<file path="config.mk">
export PLATFORM = sky130hd
export DESIGN_NAME = sbw_wdt
export DESIGN_NICKNAME = d
export VERILOG_FILES = /design/src/sbw_pkg.sv /design/src/sbw_tmr_if.sv /design/src/sbw_tick.sv /design/src/sbw_timer.sv /design/src/sbw_wdt.sv
export SDC_FILE = /design/constraint.sdc
export NUM_CORES = 1
export LEC_CHECK = 0
export BUFFER_PORTS_ARGS = -buffer_cell sky130_fd_sc_hd__buf_2
export CORE_MARGIN = 2
export CORE_UTILIZATION = 30
export DETAILED_ROUTE_END_ITERATION = 10
export GPL_ROUTABILITY_DRIVEN = 0
export GPL_TIMING_DRIVEN = 1
export PLACE_DENSITY_LB_ADDON = 0.2
export SYNTH_ARGS = -nofsm -noshare
export SYNTH_HDL_FRONTEND = slang
export SYNTH_SLANG_ARGS = --single-unit
</file>
<file path="constraint.sdc">
create_clock -name aclk -period 5.4 [get_ports aclk]
set_input_delay 1.08 -clock aclk [delete_from_list [all_inputs] [get_ports aclk]]
set_output_delay 1.08 -clock aclk [all_outputs]
set_load 0.1 [all_outputs]
</file>
<file path="src/sbw_pkg.sv">
// constants, field layout and types of the staged boot/runtime watchdog
// assumes a 10 MHz aclk; all timeouts are counted in 1 ms ticks
package sbw_pkg;
   // ==========================================================
   // timing
   localparam int CLK_PERIOD_NS = 100;
   localparam int TICK_TIME_NS = 1000000;
   localparam int TICK_CYCLES = (TICK_TIME_NS + CLK_PERIOD_NS - 1) / CLK_PERIOD_NS;
   localparam int TW = 21;
   // timeouts in milliseconds
   localparam logic [20:0] T_1S = 21'h003E8;
   localparam logic [20:0] T_2S = 21'h007D0;
   localparam logic [20:0] T_5S = 21'h01388;
   localparam logic [20:0] T_10S = 21'h02710;
   localparam logic [20:0] T_30S = 21'h07530;
   localparam logic [20:0] T_1M = 21'h0EA60;
   localparam logic [20:0] T_2M = 21'h1D4C0;
   localparam logic [20:0] T_5M = 21'h493E0;
   localparam logic [20:0] T_10M = 21'h927C0;
   localparam logic [20:0] T_30M = 21'h1B7740;
   // ==========================================================
   // register map
   localparam logic [4:0] OFS_CFG = 5'h00;
   localparam logic [4:0] OFS_TRIG = 5'h04;
   localparam logic [4:0] OFS_STATUS = 5'h08;
   localparam logic [4:0] OFS_INT_STAT = 5'h0C;
   localparam logic [4:0] OFS_INT_MASK = 5'h10;
   localparam logic [31:0] CFG_RESET = 32'h00000408;
   localparam logic [4:0] MASK_RESET = 5'h00;
   // configuration fields: position of lowest bit
   localparam int F_POST = 0;
   localparam int F_PAUSE = 3;
   localparam int F_MODE = 4;
   localparam int F_DELAY = 6;
   localparam int F_EV1 = 9;
   localparam int F_EV2 = 11;
   localparam int F_EV3 = 13;
   localparam int F_TO1 = 15;
   localparam int F_TO2 = 19;
   localparam int F_TO3 = 23;
   localparam int F_RESTART = 27;
   // interrupt status bits
   localparam int I_BOOT = 0;
   localparam int I_ARM = 4;
   // ==========================================================
   // types
   typedef enum logic [1:0] {
      RT_IDLE = 2'b00,
      RT_DELAY = 2'b01,
      RT_STAGE = 2'b10,
      RT_DONE = 2'b11
   } sbw_rt_state_e;
   typedef enum logic [1:0] {
      MODE_OFF = 2'b00,
      MODE_ONCE = 2'b01,
      MODE_SINGLE = 2'b10,
      MODE_REPEAT = 2'b11
   } sbw_mode_e;
   typedef enum logic [1:0] {
      ACT_NONE = 2'b00,
      ACT_PM = 2'b01,
      ACT_RESET = 2'b10,
      ACT_PWR = 2'b11
   } sbw_act_e;
endpackage

</file>
<file path="src/sbw_tmr_if.sv">
// control bundle between the watchdog core and one countdown timer
// assumes both ends run on the same aclk
interface sbw_tmr_if;
   logic load;
   logic run;
   logic [20:0] limit;
   logic expired;
   modport ctl (output load, output run, output limit, input expired);
   modport tmr (input load, input run, input limit, output expired);
endinterface

</file>
<file path="src/sbw_tick.sv">
// millisecond tick prescaler
// assumes aclk at the rate given by CLK_PERIOD_NS
module sbw_tick #(
   parameter int unsigned CYC = sbw_pkg::TICK_CYCLES
) (
   // clock and reset
   input wire logic aclk,
   input wire logic aresetn,
   // one-cycle pulse every CYC cycles
   output logic tick
);
   logic [31:0] cnt;

   // ==========================================================
   // free running divider
   always_ff @(posedge aclk) begin
      if (!aresetn) begin
         cnt <= 32'h00000000;
         tick <= 1'b0;
      end else if (cnt == 32'(CYC - 1)) begin
         cnt <= 32'h00000000;
         tick <= 1'b1;
      end else begin
         cnt <= cnt + 32'h00000001;
         tick <= 1'b0;
      end
   end
endmodule

</file>
<file path="src/sbw_timer.sv">
// loadable countdown timer in tick units
// assumes tick is a one-cycle pulse on aclk
module sbw_timer (
   // clock and reset
   input wire logic aclk,
   input wire logic aresetn,
   // time base
   input wire logic tick,
   // control from the core
   sbw_tmr_if.tmr t
);
   logic [20:0] cnt;

   // ==========================================================
   // load wins over counting; expiry pulses once per load
   always_ff @(posedge aclk) begin
      if (!aresetn) begin
         cnt <= 21'h000000;
         t.expired <= 1'b0;
      end else if (t.load) begin
         cnt <= t.limit;
         t.expired <= 1'b0;
      end else if (t.run && tick && cnt != 21'h000000) begin
         cnt <= cnt - 21'h000001;
         t.expired <= (cnt == 21'h000001);
      end else begin
         t.expired <= 1'b0;
      end
   end
endmodule

</file>
<file path="src/sbw_wdt.sv">
// staged boot and runtime watchdog with an AXI4-Lite register slave
// assumes pins are asynchronous to aclk and synchronises them here
//
// The address map and register access over AXI4-Lite were chosen for this implementation.
module sbw_wdt #(
   parameter int unsigned TICK_CYC = sbw_pkg::TICK_CYCLES
) (
   // clock and reset
   input wire logic aclk,
   input wire logic aresetn,
   // AXI4-Lite slave
   input wire logic [4:0] s_axi_awaddr,
   input wire logic s_axi_awvalid,
   output logic s_axi_awready,
   input wire logic [31:0] s_axi_wdata,
   input wire logic [3:0] s_axi_wstrb,
   input wire logic s_axi_wvalid,
   output logic s_axi_wready,
   output logic [1:0] s_axi_bresp,
   output logic s_axi_bvalid,
   input wire logic s_axi_bready,
   input wire logic [4:0] s_axi_araddr,
   input wire logic s_axi_arvalid,
   output logic s_axi_arready,
   output logic [31:0] s_axi_rdata,
   output logic [1:0] s_axi_rresp,
   output logic s_axi_rvalid,
   input wire logic s_axi_rready,
   // platform pins
   input wire logic post_active,
   input wire logic ui_wait,
   input wire logic os_boot,
   // actions
   output logic sys_reset,
   output logic pwrbtn_evt,
   output logic pm_overtemp,
   output logic pm_fatal,
   output logic irq
);
   sbw_tmr_if boot_if();
   sbw_tmr_if rt_if();
   logic tick;
   logic [2:0] sync1, sync2;
   logic boot_d;
   logic [31:0] cfg;
   logic [4:0] int_mask, int_stat, int_set;
   logic aw_got, w_got;
   logic [4:0] aw_addr;
   logic [31:0] w_data;
   logic [3:0] w_strb;
   logic kick;
   sbw_pkg::sbw_rt_state_e state;
   logic [1:0] stage;
   logic rt_load;
   logic [20:0] rt_limit;
   logic fire;
   logic [1:0] fire_act;
   logic post_s, ui_s, arm_edge;
   logic [1:0] mode, ev_next;
   logic last;

   // ==========================================================
   // lookup functions
   function automatic logic [2:0] dec(input logic [4:0] a);
      if (a == sbw_pkg::OFS_CFG) dec = 3'h1;
      else if (a == sbw_pkg::OFS_TRIG) dec = 3'h2;
      else if (a == sbw_pkg::OFS_STATUS) dec = 3'h3;
      else if (a == sbw_pkg::OFS_INT_STAT) dec = 3'h4;
      else if (a == sbw_pkg::OFS_INT_MASK) dec = 3'h5;
      else dec = 3'h0;
   endfunction

   function automatic logic [31:0] merge(input logic [31:0] o, input logic [31:0] n, input logic [3:0] s);
      merge = o;
      for (int i = 0; i < 4; i++) begin
         if (s[i]) merge[i*8 +: 8] = n[i*8 +: 8];
      end
   endfunction

   function automatic logic [20:0] boot_ms(input logic [2:0] s);
      case (s)
         3'h1: boot_ms = sbw_pkg::T_30S;
         3'h2: boot_ms = sbw_pkg::T_1M;
         3'h3: boot_ms = sbw_pkg::T_2M;
         3'h4: boot_ms = sbw_pkg::T_5M;
         3'h5: boot_ms = sbw_pkg::T_10M;
         default: boot_ms = sbw_pkg::T_30M;
      endcase
   endfunction

   function automatic logic [20:0] delay_ms(input logic [2:0] s);
      case (s)
         3'h1: delay_ms = sbw_pkg::T_10S;
         3'h2: delay_ms = sbw_pkg::T_30S;
         3'h3: delay_ms = sbw_pkg::T_1M;
         3'h4: delay_ms = sbw_pkg::T_2M;
         3'h5: delay_ms = sbw_pkg::T_5M;
         3'h6: delay_ms = sbw_pkg::T_10M;
         default: delay_ms = sbw_pkg::T_30M;
      endcase
   endfunction

   function automatic logic [20:0] stage_ms(input logic [3:0] s);
      case (s)
         4'h0: stage_ms = sbw_pkg::T_1S;
         4'h1: stage_ms = sbw_pkg::T_2S;
         4'h2: stage_ms = sbw_pkg::T_5S;
         4'h3: stage_ms = sbw_pkg::T_10S;
         4'h4: stage_ms = sbw_pkg::T_30S;
         4'h5: stage_ms = sbw_pkg::T_1M;
         4'h6: stage_ms = sbw_pkg::T_2M;
         4'h7: stage_ms = sbw_pkg::T_5M;
         4'h8: stage_ms = sbw_pkg::T_10M;
         default: stage_ms = sbw_pkg::T_30M;
      endcase
   endfunction

   // action of stage n; stage one has no disabled choice
   function automatic logic [1:0] ev_of(input logic [31:0] c, input logic [1:0] n);
      case (n)
         2'h1: ev_of = (c[sbw_pkg::F_EV1 +: 2] == 2'h0) ? sbw_pkg::ACT_RESET : c[sbw_pkg::F_EV1 +: 2];
         2'h2: ev_of = c[sbw_pkg::F_EV2 +: 2];
         default: ev_of = c[sbw_pkg::F_EV3 +: 2];
      endcase
   endfunction

   function automatic logic [20:0] lim_of(input logic [31:0] c, input logic [1:0] n);
      case (n)
         2'h1: lim_of = stage_ms(c[sbw_pkg::F_TO1 +: 4]);
         2'h2: lim_of = stage_ms(c[sbw_pkg::F_TO2 +: 4]);
         default: lim_of = stage_ms(c[sbw_pkg::F_TO3 +: 4]);
      endcase
   endfunction

   // ==========================================================
   // time base and timers
   sbw_tick #(.CYC(TICK_CYC)) u_tick (.aclk(aclk), .aresetn(aresetn), .tick(tick));
   sbw_timer u_boot (.aclk(aclk), .aresetn(aresetn), .tick(tick), .t(boot_if.tmr));
   sbw_timer u_rt (.aclk(aclk), .aresetn(aresetn), .tick(tick), .t(rt_if.tmr));

   // ==========================================================
   // pin synchronisers: post, ui, os boot
   always_ff @(posedge aclk) begin
      if (!aresetn) begin
         sync1 <= 3'h0;
         sync2 <= 3'h0;
         boot_d <= 1'b0;
      end else begin
         sync1 <= {os_boot, ui_wait, post_active};
         sync2 <= sync1;
         boot_d <= sync2[2];
      end
   end
   assign post_s = sync2[0];
   assign ui_s = sync2[1];
   assign arm_edge = sync2[2] & ~boot_d;
   assign mode = cfg[sbw_pkg::F_MODE +: 2];

   // ==========================================================
   // boot watchdog: reloaded outside self-test, paused on user wait
   assign boot_if.load = ~post_s;
   assign boot_if.limit = boot_ms(cfg[sbw_pkg::F_POST +: 3]);
   assign boot_if.run = post_s && cfg[sbw_pkg::F_POST +: 3] != 3'h0
                        && !(cfg[sbw_pkg::F_PAUSE] && ui_s);

   // ==========================================================
   // AXI4-Lite write channel: address and data in either order
   assign s_axi_awready = ~aw_got;
   assign s_axi_wready = ~w_got;
   always_ff @(posedge aclk) begin
      if (!aresetn) begin
         aw_got <= 1'b0;
         w_got <= 1'b0;
         aw_addr <= 5'h00;
         w_data <= 32'h00000000;
         w_strb <= 4'h0;
         s_axi_bvalid <= 1'b0;
         s_axi_bresp <= 2'h0;
      end else begin
         if (s_axi_awvalid && !aw_got) begin
            aw_got <= 1'b1;
            aw_addr <= s_axi_awaddr;
         end
         if (s_axi_wvalid && !w_got) begin
            w_got <= 1'b1;
            w_data <= s_axi_wdata;
            w_strb <= s_axi_wstrb;
         end
         if (aw_got && w_got && !s_axi_bvalid) begin
            s_axi_bvalid <= 1'b1;
            s_axi_bresp <= (dec(aw_addr) == 3'h0 || dec(aw_addr) == 3'h3
                            || dec(aw_addr) == 3'h4) ? 2'h2 : 2'h0;
         end else if (s_axi_bvalid && s_axi_bready) begin
            s_axi_bvalid <= 1'b0;
            aw_got <= 1'b0;
            w_got <= 1'b0;
         end
      end
   end

   // ==========================================================
   // software registers and trigger pulse
   always_ff @(posedge aclk) begin
      if (!aresetn) begin
         cfg <= sbw_pkg::CFG_RESET;
         int_mask <= sbw_pkg::MASK_RESET;
         kick <= 1'b0;
      end else begin
         kick <= 1'b0;
         if (aw_got && w_got && !s_axi_bvalid) begin
            if (dec(aw_addr) == 3'h1) cfg <= merge(cfg, w_data, w_strb) & 32'h0FFFFFFF;
            else if (dec(aw_addr) == 3'h2) kick <= 1'b1;
            else if (dec(aw_addr) == 3'h5) int_mask <= int_mask ^ ((int_mask ^ w_data[4:0]) & {5{w_strb[0]}});
         end
      end
   end

   // ==========================================================
   // AXI4-Lite read channel; reading interrupt status clears it, new events win
   assign s_axi_arready = ~s_axi_rvalid;
   always_ff @(posedge aclk) begin
      if (!aresetn) begin
         s_axi_rvalid <= 1'b0;
         s_axi_rdata <= 32'h00000000;
         s_axi_rresp <= 2'h0;
      end else if (s_axi_arvalid && !s_axi_rvalid) begin
         s_axi_rvalid <= 1'b1;
         s_axi_rresp <= (dec(s_axi_araddr) == 3'h0) ? 2'h2 : 2'h0;
         if (dec(s_axi_araddr) == 3'h1) s_axi_rdata <= cfg;
         else if (dec(s_axi_araddr) == 3'h3) s_axi_rdata <= {26'h0, boot_if.run, post_s, stage, state};
         else if (dec(s_axi_araddr) == 3'h4) s_axi_rdata <= {27'h0, int_stat};
         else if (dec(s_axi_araddr) == 3'h5) s_axi_rdata <= {27'h0, int_mask};
         else s_axi_rdata <= 32'h00000000;
      end else if (s_axi_rvalid && s_axi_rready) begin
         s_axi_rvalid <= 1'b0;
      end
   end

   always_ff @(posedge aclk) begin
      if (!aresetn) begin
         int_stat <= 5'h00;
         irq <= 1'b0;
      end else begin
         if (s_axi_arvalid && !s_axi_rvalid && dec(s_axi_araddr) == 3'h4) int_stat <= int_set;
         else int_stat <= int_stat | int_set;
         irq <= |((int_stat | int_set) & int_mask);
      end
   end

   // events: boot expiry, expiry of stages 1..3, arming
   always_comb begin
      int_set = 5'h00;
      int_set[sbw_pkg::I_BOOT] = boot_if.expired;
      if (fire) int_set[stage] = 1'b1;
      int_set[sbw_pkg::I_ARM] = arm_edge && state == sbw_pkg::RT_IDLE && mode != sbw_pkg::MODE_OFF;
   end

   // ==========================================================
   // runtime sequencer
   assign fire = rt_if.expired && state == sbw_pkg::RT_STAGE;
   assign fire_act = ev_of(cfg, stage);
   assign ev_next = ev_of(cfg, stage + 2'h1);
   assign last = stage == 2'h3 || ev_next == sbw_pkg::ACT_NONE;
   assign rt_if.load = rt_load;
   assign rt_if.limit = rt_limit;
   assign rt_if.run = (state == sbw_pkg::RT_DELAY || state == sbw_pkg::RT_STAGE) && !rt_load;

   always_ff @(posedge aclk) begin
      if (!aresetn) begin
         state <= sbw_pkg::RT_IDLE;
         stage <= 2'h0;
         rt_load <= 1'b0;
         rt_limit <= 21'h000000;
      end else begin
         rt_load <= 1'b0;
         case (state)
            sbw_pkg::RT_IDLE: begin
               if (arm_edge && mode != sbw_pkg::MODE_OFF) begin
                  rt_load <= 1'b1;
                  if (cfg[sbw_pkg::F_DELAY +: 3] != 3'h0) begin
                     state <= sbw_pkg::RT_DELAY;
                     rt_limit <= delay_ms(cfg[sbw_pkg::F_DELAY +: 3]);
                  end else begin
                     state <= sbw_pkg::RT_STAGE;
                     stage <= 2'h1;
                     rt_limit <= lim_of(cfg, 2'h1);
                  end
               end
            end
            sbw_pkg::RT_DELAY, sbw_pkg::RT_STAGE: begin
               if (mode == sbw_pkg::MODE_OFF) begin
                  state <= sbw_pkg::RT_IDLE;
                  stage <= 2'h0;
               end else if (kick && mode == sbw_pkg::MODE_ONCE) begin
                  state <= sbw_pkg::RT_DONE;
               end else if (kick || (rt_if.expired && state == sbw_pkg::RT_DELAY)) begin
                  state <= sbw_pkg::RT_STAGE;
                  stage <= 2'h1;
                  rt_load <= 1'b1;
                  rt_limit <= lim_of(cfg, 2'h1);
               end else if (fire && !last) begin
                  stage <= stage + 2'h1;
                  rt_load <= 1'b1;
                  rt_limit <= lim_of(cfg, stage + 2'h1);
               end else if (fire && mode == sbw_pkg::MODE_REPEAT) begin
                  rt_load <= 1'b1;
                  rt_limit <= lim_of(cfg, stage);
               end else if (fire) begin
                  state <= sbw_pkg::RT_DONE;
               end
            end
            default: begin
               state <= sbw_pkg::RT_DONE;
            end
         endcase
      end
   end

   // ==========================================================
   // action outputs: only platform event, reset and power button
   always_ff @(posedge aclk) begin
      if (!aresetn) begin
         sys_reset <= 1'b0;
         pwrbtn_evt <= 1'b0;
         pm_overtemp <= 1'b0;
         pm_fatal <= 1'b0;
      end else begin
         sys_reset <= boot_if.expired || (fire && fire_act == sbw_pkg::ACT_RESET);
         pwrbtn_evt <= fire && fire_act == sbw_pkg::ACT_PWR;
         pm_overtemp <= fire && fire_act == sbw_pkg::ACT_PM && !cfg[sbw_pkg::F_RESTART];
         pm_fatal <= fire && fire_act == sbw_pkg::ACT_PM && cfg[sbw_pkg::F_RESTART];
      end
   end
endmodule

</file>
==> run metrics, run 1 <==
unrepaired setup endpoints after global routing=false; Sink Count=238; hold crit path type=flop to flop; combinational power share=0.157; net load switching power=1320 uW; clk root buf=clkbuf_16; WS Path Type=flop to flop; Synth area leader=dfxtp_1; total power draw=4590 uW; Final Net Count=1660; clock share of power=0.431; final setup fails=0; Pre-Repair DR Iteration Count=6; Synth Warn #=0; die area=41400 sq um; most frequent cells in the layout=dfxtp_1, nand2_1, nor2_1, a21oi_1, buf_2; Ports=102; share of cells above drive strength 1=0.108; Row Count=73; Post-Synthesis Cells=1533; Layout area overhead=15.5%; die height=204 um; core area=39500 sq um; first-pass GRT wire length=56.8 mm; clk buf depth=3; chip width=204 um; Synth cell types=71; Fin. Hold Viols=0; DRT antenna net count=0; Routed WL per cell=16.8 um; skew final=0.0101 ns; htree depth=1; Slew @ Worst Pin=1.18 ns; Int Power=3280 uW; LEAKAGE=0.00508 uW; Post-synth EDFFs=0; Skew-Pair Late Insertion Delay=0.55 ns; crit path launch type=flop; diodes inserted=0; Yosys reg bits=238; DR vias/cell=5.24; fillers=4217; Rel. slew slack=0.210; post-CTS setup repair buffer count=0; CTS tree=built; hold buffer count at cts=0; crit-path max FO=25; Final period util=0.708; Post-Syn Area=11900 sq um; Starting DRT DRC Count=729; max-cap check violation count=0; switching part of the total power=0.287; Peak VDD IR=0.232 mV; Crit path required time=5.79 ns; CTS clk-pin slew, worst paths=0.06 ns; post-layout min period=3.82 ns; # DRC=0; Port Buffers=91; CTS buffer count=28; top-area cell type share of the netlist area=0.399; initial antenna violation count=0; Seq/Total Area, Yosys=0.399; vias post-DR=11100; crit end category=flop; commonest non-fill, non-tap cell in the layout=dfxtp_1; final wirelength=35.5 mm; crit path DAT=4.21 ns; power share of the sequential group=0.413; ys async rst share=0; GRT Util Overall=0.168; Post-DP HPWL=25.1 mm; Max Slew Vio Count=0; vias in the first global route=10500; Avg Synthesized Cell Area=7.79 sq um; Pwr Density=333 nW/um^2; status=finished, final reports clean; top cells by area, synth=dfxtp_1, nand2_1, a21oi_1; post-CTS sizing=0; Synth Flop Type=dfxtp_1; largest net degree at the start of global routing=70; Initial Util=0.302; setup TNS=0 ns; total grt overflow=0; Peak Freq=262 MHz
## critical path: stages, from the launching register on
cell,delay [ns]
dfxtp_1,0.41
inv_1,0.11
ha_1,0.18
buf_4,0.22
nor2_1,0.91
a2111o_1,0.69
a221oi_2,0.16
o21a_1,0.49
buf_4,0.28
o21ai_0,0.15
a21oi_1,0.06
## per-stage QoR
step | area, sq um | hold WS, ns | setup WS, ns | std cells | utilization
final | 13800 | 0.438 | 1.58 | 2111 | 0.349
after global routing | 13800 | 0.458 | 1.37 | 2111 | 0.349
after CTS | 13800 | 0.442 | 1.67 | 2111 | 0.349
after detailed placement | 12800 | 0.425 | 1.69 | 2063 | 0.324
after global placement | 12800 | 0.424 | 1.71 | 2063 | 0.324
after floorplan | 12000 | 0.412 | 2.63 | 1538 | -
## state kept, by name, indices dropped and copies added (netlist names), 2 cells and up, named ones only
| signal | count |
|---|---|
| w_data | 28 |
| rt_if.limit | 17 |
| sync1 | 3 |
| s_axi_rdata | 28 |
| sync2 | 3 |
| cfg | 28 |
| w_strb | 4 |
| int_stat | 5 |
| aw_addr | 5 |
| state | 2 |
| u_rt.cnt | 21 |
| u_boot.cnt | 21 |
| stage | 2 |
| u_tick.cnt | 32 |
## cell usage after synthesis, drive strengths merged, types with 25 or more instances
cell type,count
xor2,25
o21ai,72
nand2,228
dfxtp,238
ha,36
a31oi,27
a21oi,140
inv,47
clkbuf,91
xnor2,31
nand3,88
nor3,48
nor2,141
## power groups by stage
| stage | registers (uW) | logic (uW) | clock network [uW] |
|---|---|---|---|
| finish | 1900 | 720 | 1980 |
| global route | 1910 | 788 | 2100 |
| global placement | 1930 | 708 | 0 |
| CTS | 1900 | 714 | 2030 |
| floorplan | 1950 | 494 | 0 |
| detailed placement | 1930 | 711 | 0 |
## logic make-up after synthesis
logic type | after synthesis | share of synthesized area
simple gates | 639 | 0.247
compound gates | 379 | 0.201
flops | 238 | 0.399
buf+inv | 158 | 0.0523
xor+xnor | 56 | 0.0411
fa+ha+maj | 36 | 0.0377
mux | 26 | 0.0220
other cells | 1 | 0.000314
## cell type report
class | count | area (sq um) | share of cell area
sequential | 238 | 4760 | 0.346
inverter | 49 | 186 | 0.0135
timing repair buffer | 109 | 603 | 0.0437
clock buffer | 42 | 895 | 0.0649
clock inverter | 6 | 85.1 | 0.00617
tap | 525 | 657 | 0.0476
multi-input combinational | 1142 | 6600 | 0.479
## path summary, 6_finish.rpt
| check | end | slack (ns) | startpoint | cells past startpoint |
|---|---|---|---|---|
| worst max-delay path | rt_if.limit[19] | 1.58 | stage[1] | 10 |
| worst min-delay path | sync2[0] | 0.44 | sync1[0] | 1 |
| worst max register to register | rt_if.limit[19] | 1.58 | stage[1] | 10 |
| worst min register to register | sync2[0] | 0.44 | sync1[0] | 1 |
## per-layer routing
| metal | global-route usage | part of all wire | vias up | wire length [um] |
|---|---|---|---|---|
| met2 | 0.264 | 0.44 | 314 | 15700 |
| met3 | 0.0229 | 0.049 | 56 | 1740 |
| met5 | 0 | 0 | - | 0 |
| met4 | 0.0493 | 0.024 | 0 | 844 |
| met1 | 0.240 | 0.48 | 5203 | 17200 |
| li1 | - | - | 5486 | - |
Power figures use the tool's default switching activity.
==> inputs of run 2 (changes only) <==
ABC_AREA = 1   (was unset)
clock period = 3.7 ns   (was 5.4 ns; I/O delays follow)
==> run 2 against run 1 <==
Net effect: design area up 9.1%; sequential share of layout area down 2.9 points; non-clock buffer count down 10; clock skew up 0.015 ns; sequential power up 49%; wire length up 9.7%; register-to-register slack worse by 0.76 ns; synthesized area up 9.6%; critical path type unchanged; largest cell class unchanged; highest routed layer unchanged.
==> run metrics, run 2 <==
vias post-DR=12200 (+11%); final setup fails=0 (unchanged); clock share of power=0.385 (-0.046); WS Path Type=flop to flop; hold crit path type=input port to flop; share of cells above drive strength 1=0.127 (+0.0183); crit path launch type=flop; Post-Syn Area=13100 sq um (+9.6%); Fin. Hold Viols=0 (unchanged); Skew-Pair Late Insertion Delay=0.59 ns (+0.04 ns); Max Slew Vio Count=0 (unchanged); Synth area leader=dfxtp_1; Routed WL per cell=15.2 um (-9.8%); net load switching power=2980 uW (+130%); die height=213 um (+4.6%); LEAKAGE=0.00657 uW (+29%); Avg Synthesized Cell Area=6.88 sq um (-12%); most frequent cells in the layout=nand2_1, dfxtp_1, nor2_1, inv_1, o21ai_0; Seq/Total Area, Yosys=0.364 (-0.0350); Synth Area in Simple Gates=0.303 (+0.0555); mux cell area share after synthesis=0 (-0.0220); diodes inserted=0 (unchanged); Pre-Repair DR Iteration Count=5 (-1); M3 GR Usage=0.0309 (+0.00804); Commonest cells post-synth=nand2_1, dfxtp_1, nor2_1; CTS clk-pin slew, worst paths=0.06 ns (about the same); Row Count=76 (+4.1%); Post-DP HPWL=28.1 mm (+12%); crit end category=flop; Synth cell types=57 (-20%); unrepaired setup endpoints after global routing=false; CTS tree=built; GRT Max-Usage Layer=met2; Ports=102 (unchanged); hold buffer count at cts=0 (unchanged); compound-gate portion of the synthesized area=0.167 (-0.0338); Pwr Density=563 nW/um^2 (+69%); xor and xnor area share after synthesis=0.0321 (-0.00896); M1 GR Usage=0.233 (-0.00695); Port Buffers=91 (unchanged); Final period util=0.780 (+0.0721); first-pass GRT wire length=63.1 mm (+11%); Rel. slew slack=0.244 (+0.0348); clk buf depth=3 (unchanged); initial antenna violation count=0 (unchanged); crit path DAT=3.39 ns (-0.82 ns); clk root buf=clkbuf_16; total grt overflow=0 (unchanged); Peak Freq=347 MHz (+32%); htree depth=1 (unchanged); largest family of logic cells by synthesized area=simple AND/OR/NAND/NOR gates; post-CTS setup repair buffer count=0 (unchanged); post-layout min period=2.89 ns (-0.936 ns); power share of the sequential group=0.336 (-0.077); sequential cell area=4760 sq um (unchanged); CP Cell Sequence=inv_1 -> ha_1 -> nor2_4 -> nand2_1 -> nand2_2 -> o21bai_4 -> nor2_4 -> nand2_1 -> nand3_1 -> nand3_2 -> a21oi_2; Synth Area in Adders=0.0344 (-0.00331); footprint of the multi-input gates=7040 sq um (+6.7%); skew final=0.0247 ns (+0.0146 ns); top cells by area, synth=dfxtp_1, nand2_1, nor2_1; critical path's largest stage delay=0.49 ns (-0.42 ns); Layout area overhead=14.9%; Yosys reg bits=238 (unchanged); combinational power share=0.279 (+0.122); DR vias/cell=4.77 (-8.9%); DRT antenna net count=0 (unchanged); crit-path max FO=17 (-32%); Post-Synthesis Cells=1902 (+24%); Final Net Count=2050 (+23%); Post-synth EDFFs=0 (unchanged); GRT Util Overall=0.173 (+0.00487); fillers=4671 (+11%); Peak VDD IR=0.354 mV (+53%); setup TNS=0 ns (unchanged); met2 Usage GRT=0.280 (+0.0156); most common cell in the netlist=nand2_1; Slowest-stage cell, CP=nor2_4; Int Power=5490 uW (+68%); # DRC=0 (unchanged); status=finished, final reports clean; final wirelength=38.9 mm (+9.7%); Starting DRT DRC Count=938 (+29%); Slew @ Worst Pin=1.13 ns (-0.0491 ns); Crit path required time=4.21 ns (-1.58 ns); top-area cell type share of the netlist area=0.364 (-0.0350); ys async rst share=0 (unchanged); vias in the first global route=11900 (+14%); total power draw=8470 uW (+84%); largest net degree at the start of global routing=83 (+19%); Initial Util=0.304 (+0.00194); CTS buffer count=29 (+3.6%); post-CTS sizing=0 (unchanged); commonest non-fill, non-tap cell in the layout=nand2_1; Synth Flop Type=dfxtp_1; worst reg2reg setup slack=0.81 ns (-0.76 ns); largest register by flop count=u_tick.cnt; switching part of the total power=0.351 (+0.0648); max-cap check violation count=0 (unchanged); max reg flops=32 (unchanged); chip width=213 um (+4.6%); die area=45300 sq um (+9.4%); Sink Count=238 (unchanged); core area=43100 sq um (+8.9%); Synth Warn #=0 (unchanged)
-- run 2: changes by cell type after synthesis, moves of 16 or more --
| cell | delta |
|---|---|
| nand2_1 | +189 |
| nor2_1 | +87 |
| clkbuf_1 | -50 |
| nand2b_1 | -17 |
| mux2i_1 | -24 |
| a21oi_2 | +16 |
| inv_1 | +165 |
| o21ai_0 | +75 |
| xnor2_1 | -22 |
-- run 2: final cells by class --
cell class	instances	area share
multi-input combinational	1358	0.468
sequential	238	0.317
tap	585	0.0487
clock inverter	16	0.0186
timing repair buffer	99	0.0353
clock buffer	37	0.0549
inverter	232	0.0579
-- run 2: kinds of logic after synthesis --
kind of cell    count (synthesis)
xor+xnor                       48
other cells                     1
compound gates                381
flops                         238
simple gates                  887
buf+inv                       311
fa+ha+maj                      36
-- run 2: metrics by stage --
stage | hold slack, ns | cells | setup slack (ns) | instance area [sq um] | utilization
floorplan | 0.390 | 1907 | 0.879 | 13100 | -
global placement | 0.413 | 2512 | 0.895 | 13900 | 0.324
detailed placement | 0.423 | 2512 | 0.831 | 13900 | 0.324
CTS | 0.333 | 2565 | 0.812 | 15000 | 0.349
global route | 0.338 | 2565 | 0.551 | 15000 | 0.349
finish | 0.362 | 2565 | 0.815 | 15000 | 0.349
-- run 2: worst max-delay path, delay by kind of cell (launching register included) --
kind,cells,cell delay (ns)
DFF,1,0.43
adders and majority gates,1,0.46
AOI/OAI and AO/OA,2,0.31
buffers and inverters,1,0.12
and+or+nand+nor,7,1.46
-- run 2: metal layers --
metal / up-vias / wire [um]
li1: 6281 / -
met1: 5606 / 18300
met2: 279 / 17400
met3: 70 / 2020
met4: 0 / 1230
met5: - / 0
-- run 2: final timing paths --
kind	start	end	cells past startpoint
worst min register to register	sync1[0]	sync2[0]	2
worst min-delay path	os_boot	sync1[2]	3
worst max-delay path	stage[0]	rt_if.limit[13]	11
worst max register to register	stage[0]	rt_if.limit[13]	11
-- run 2: power groups by stage --
| stage | combinational (uW) | clock [uW] | sequential [uW] |
|---|---|---|---|
| final | 2360 | 3260 | 2840 |
| after global routing | 2620 | 3470 | 2860 |
| after CTS | 2350 | 3350 | 2840 |
| after detailed placement | 2340 | 0 | 2900 |
| after global placement | 2340 | 0 | 2890 |
| after floorplan | 1750 | 0 | 3010 |
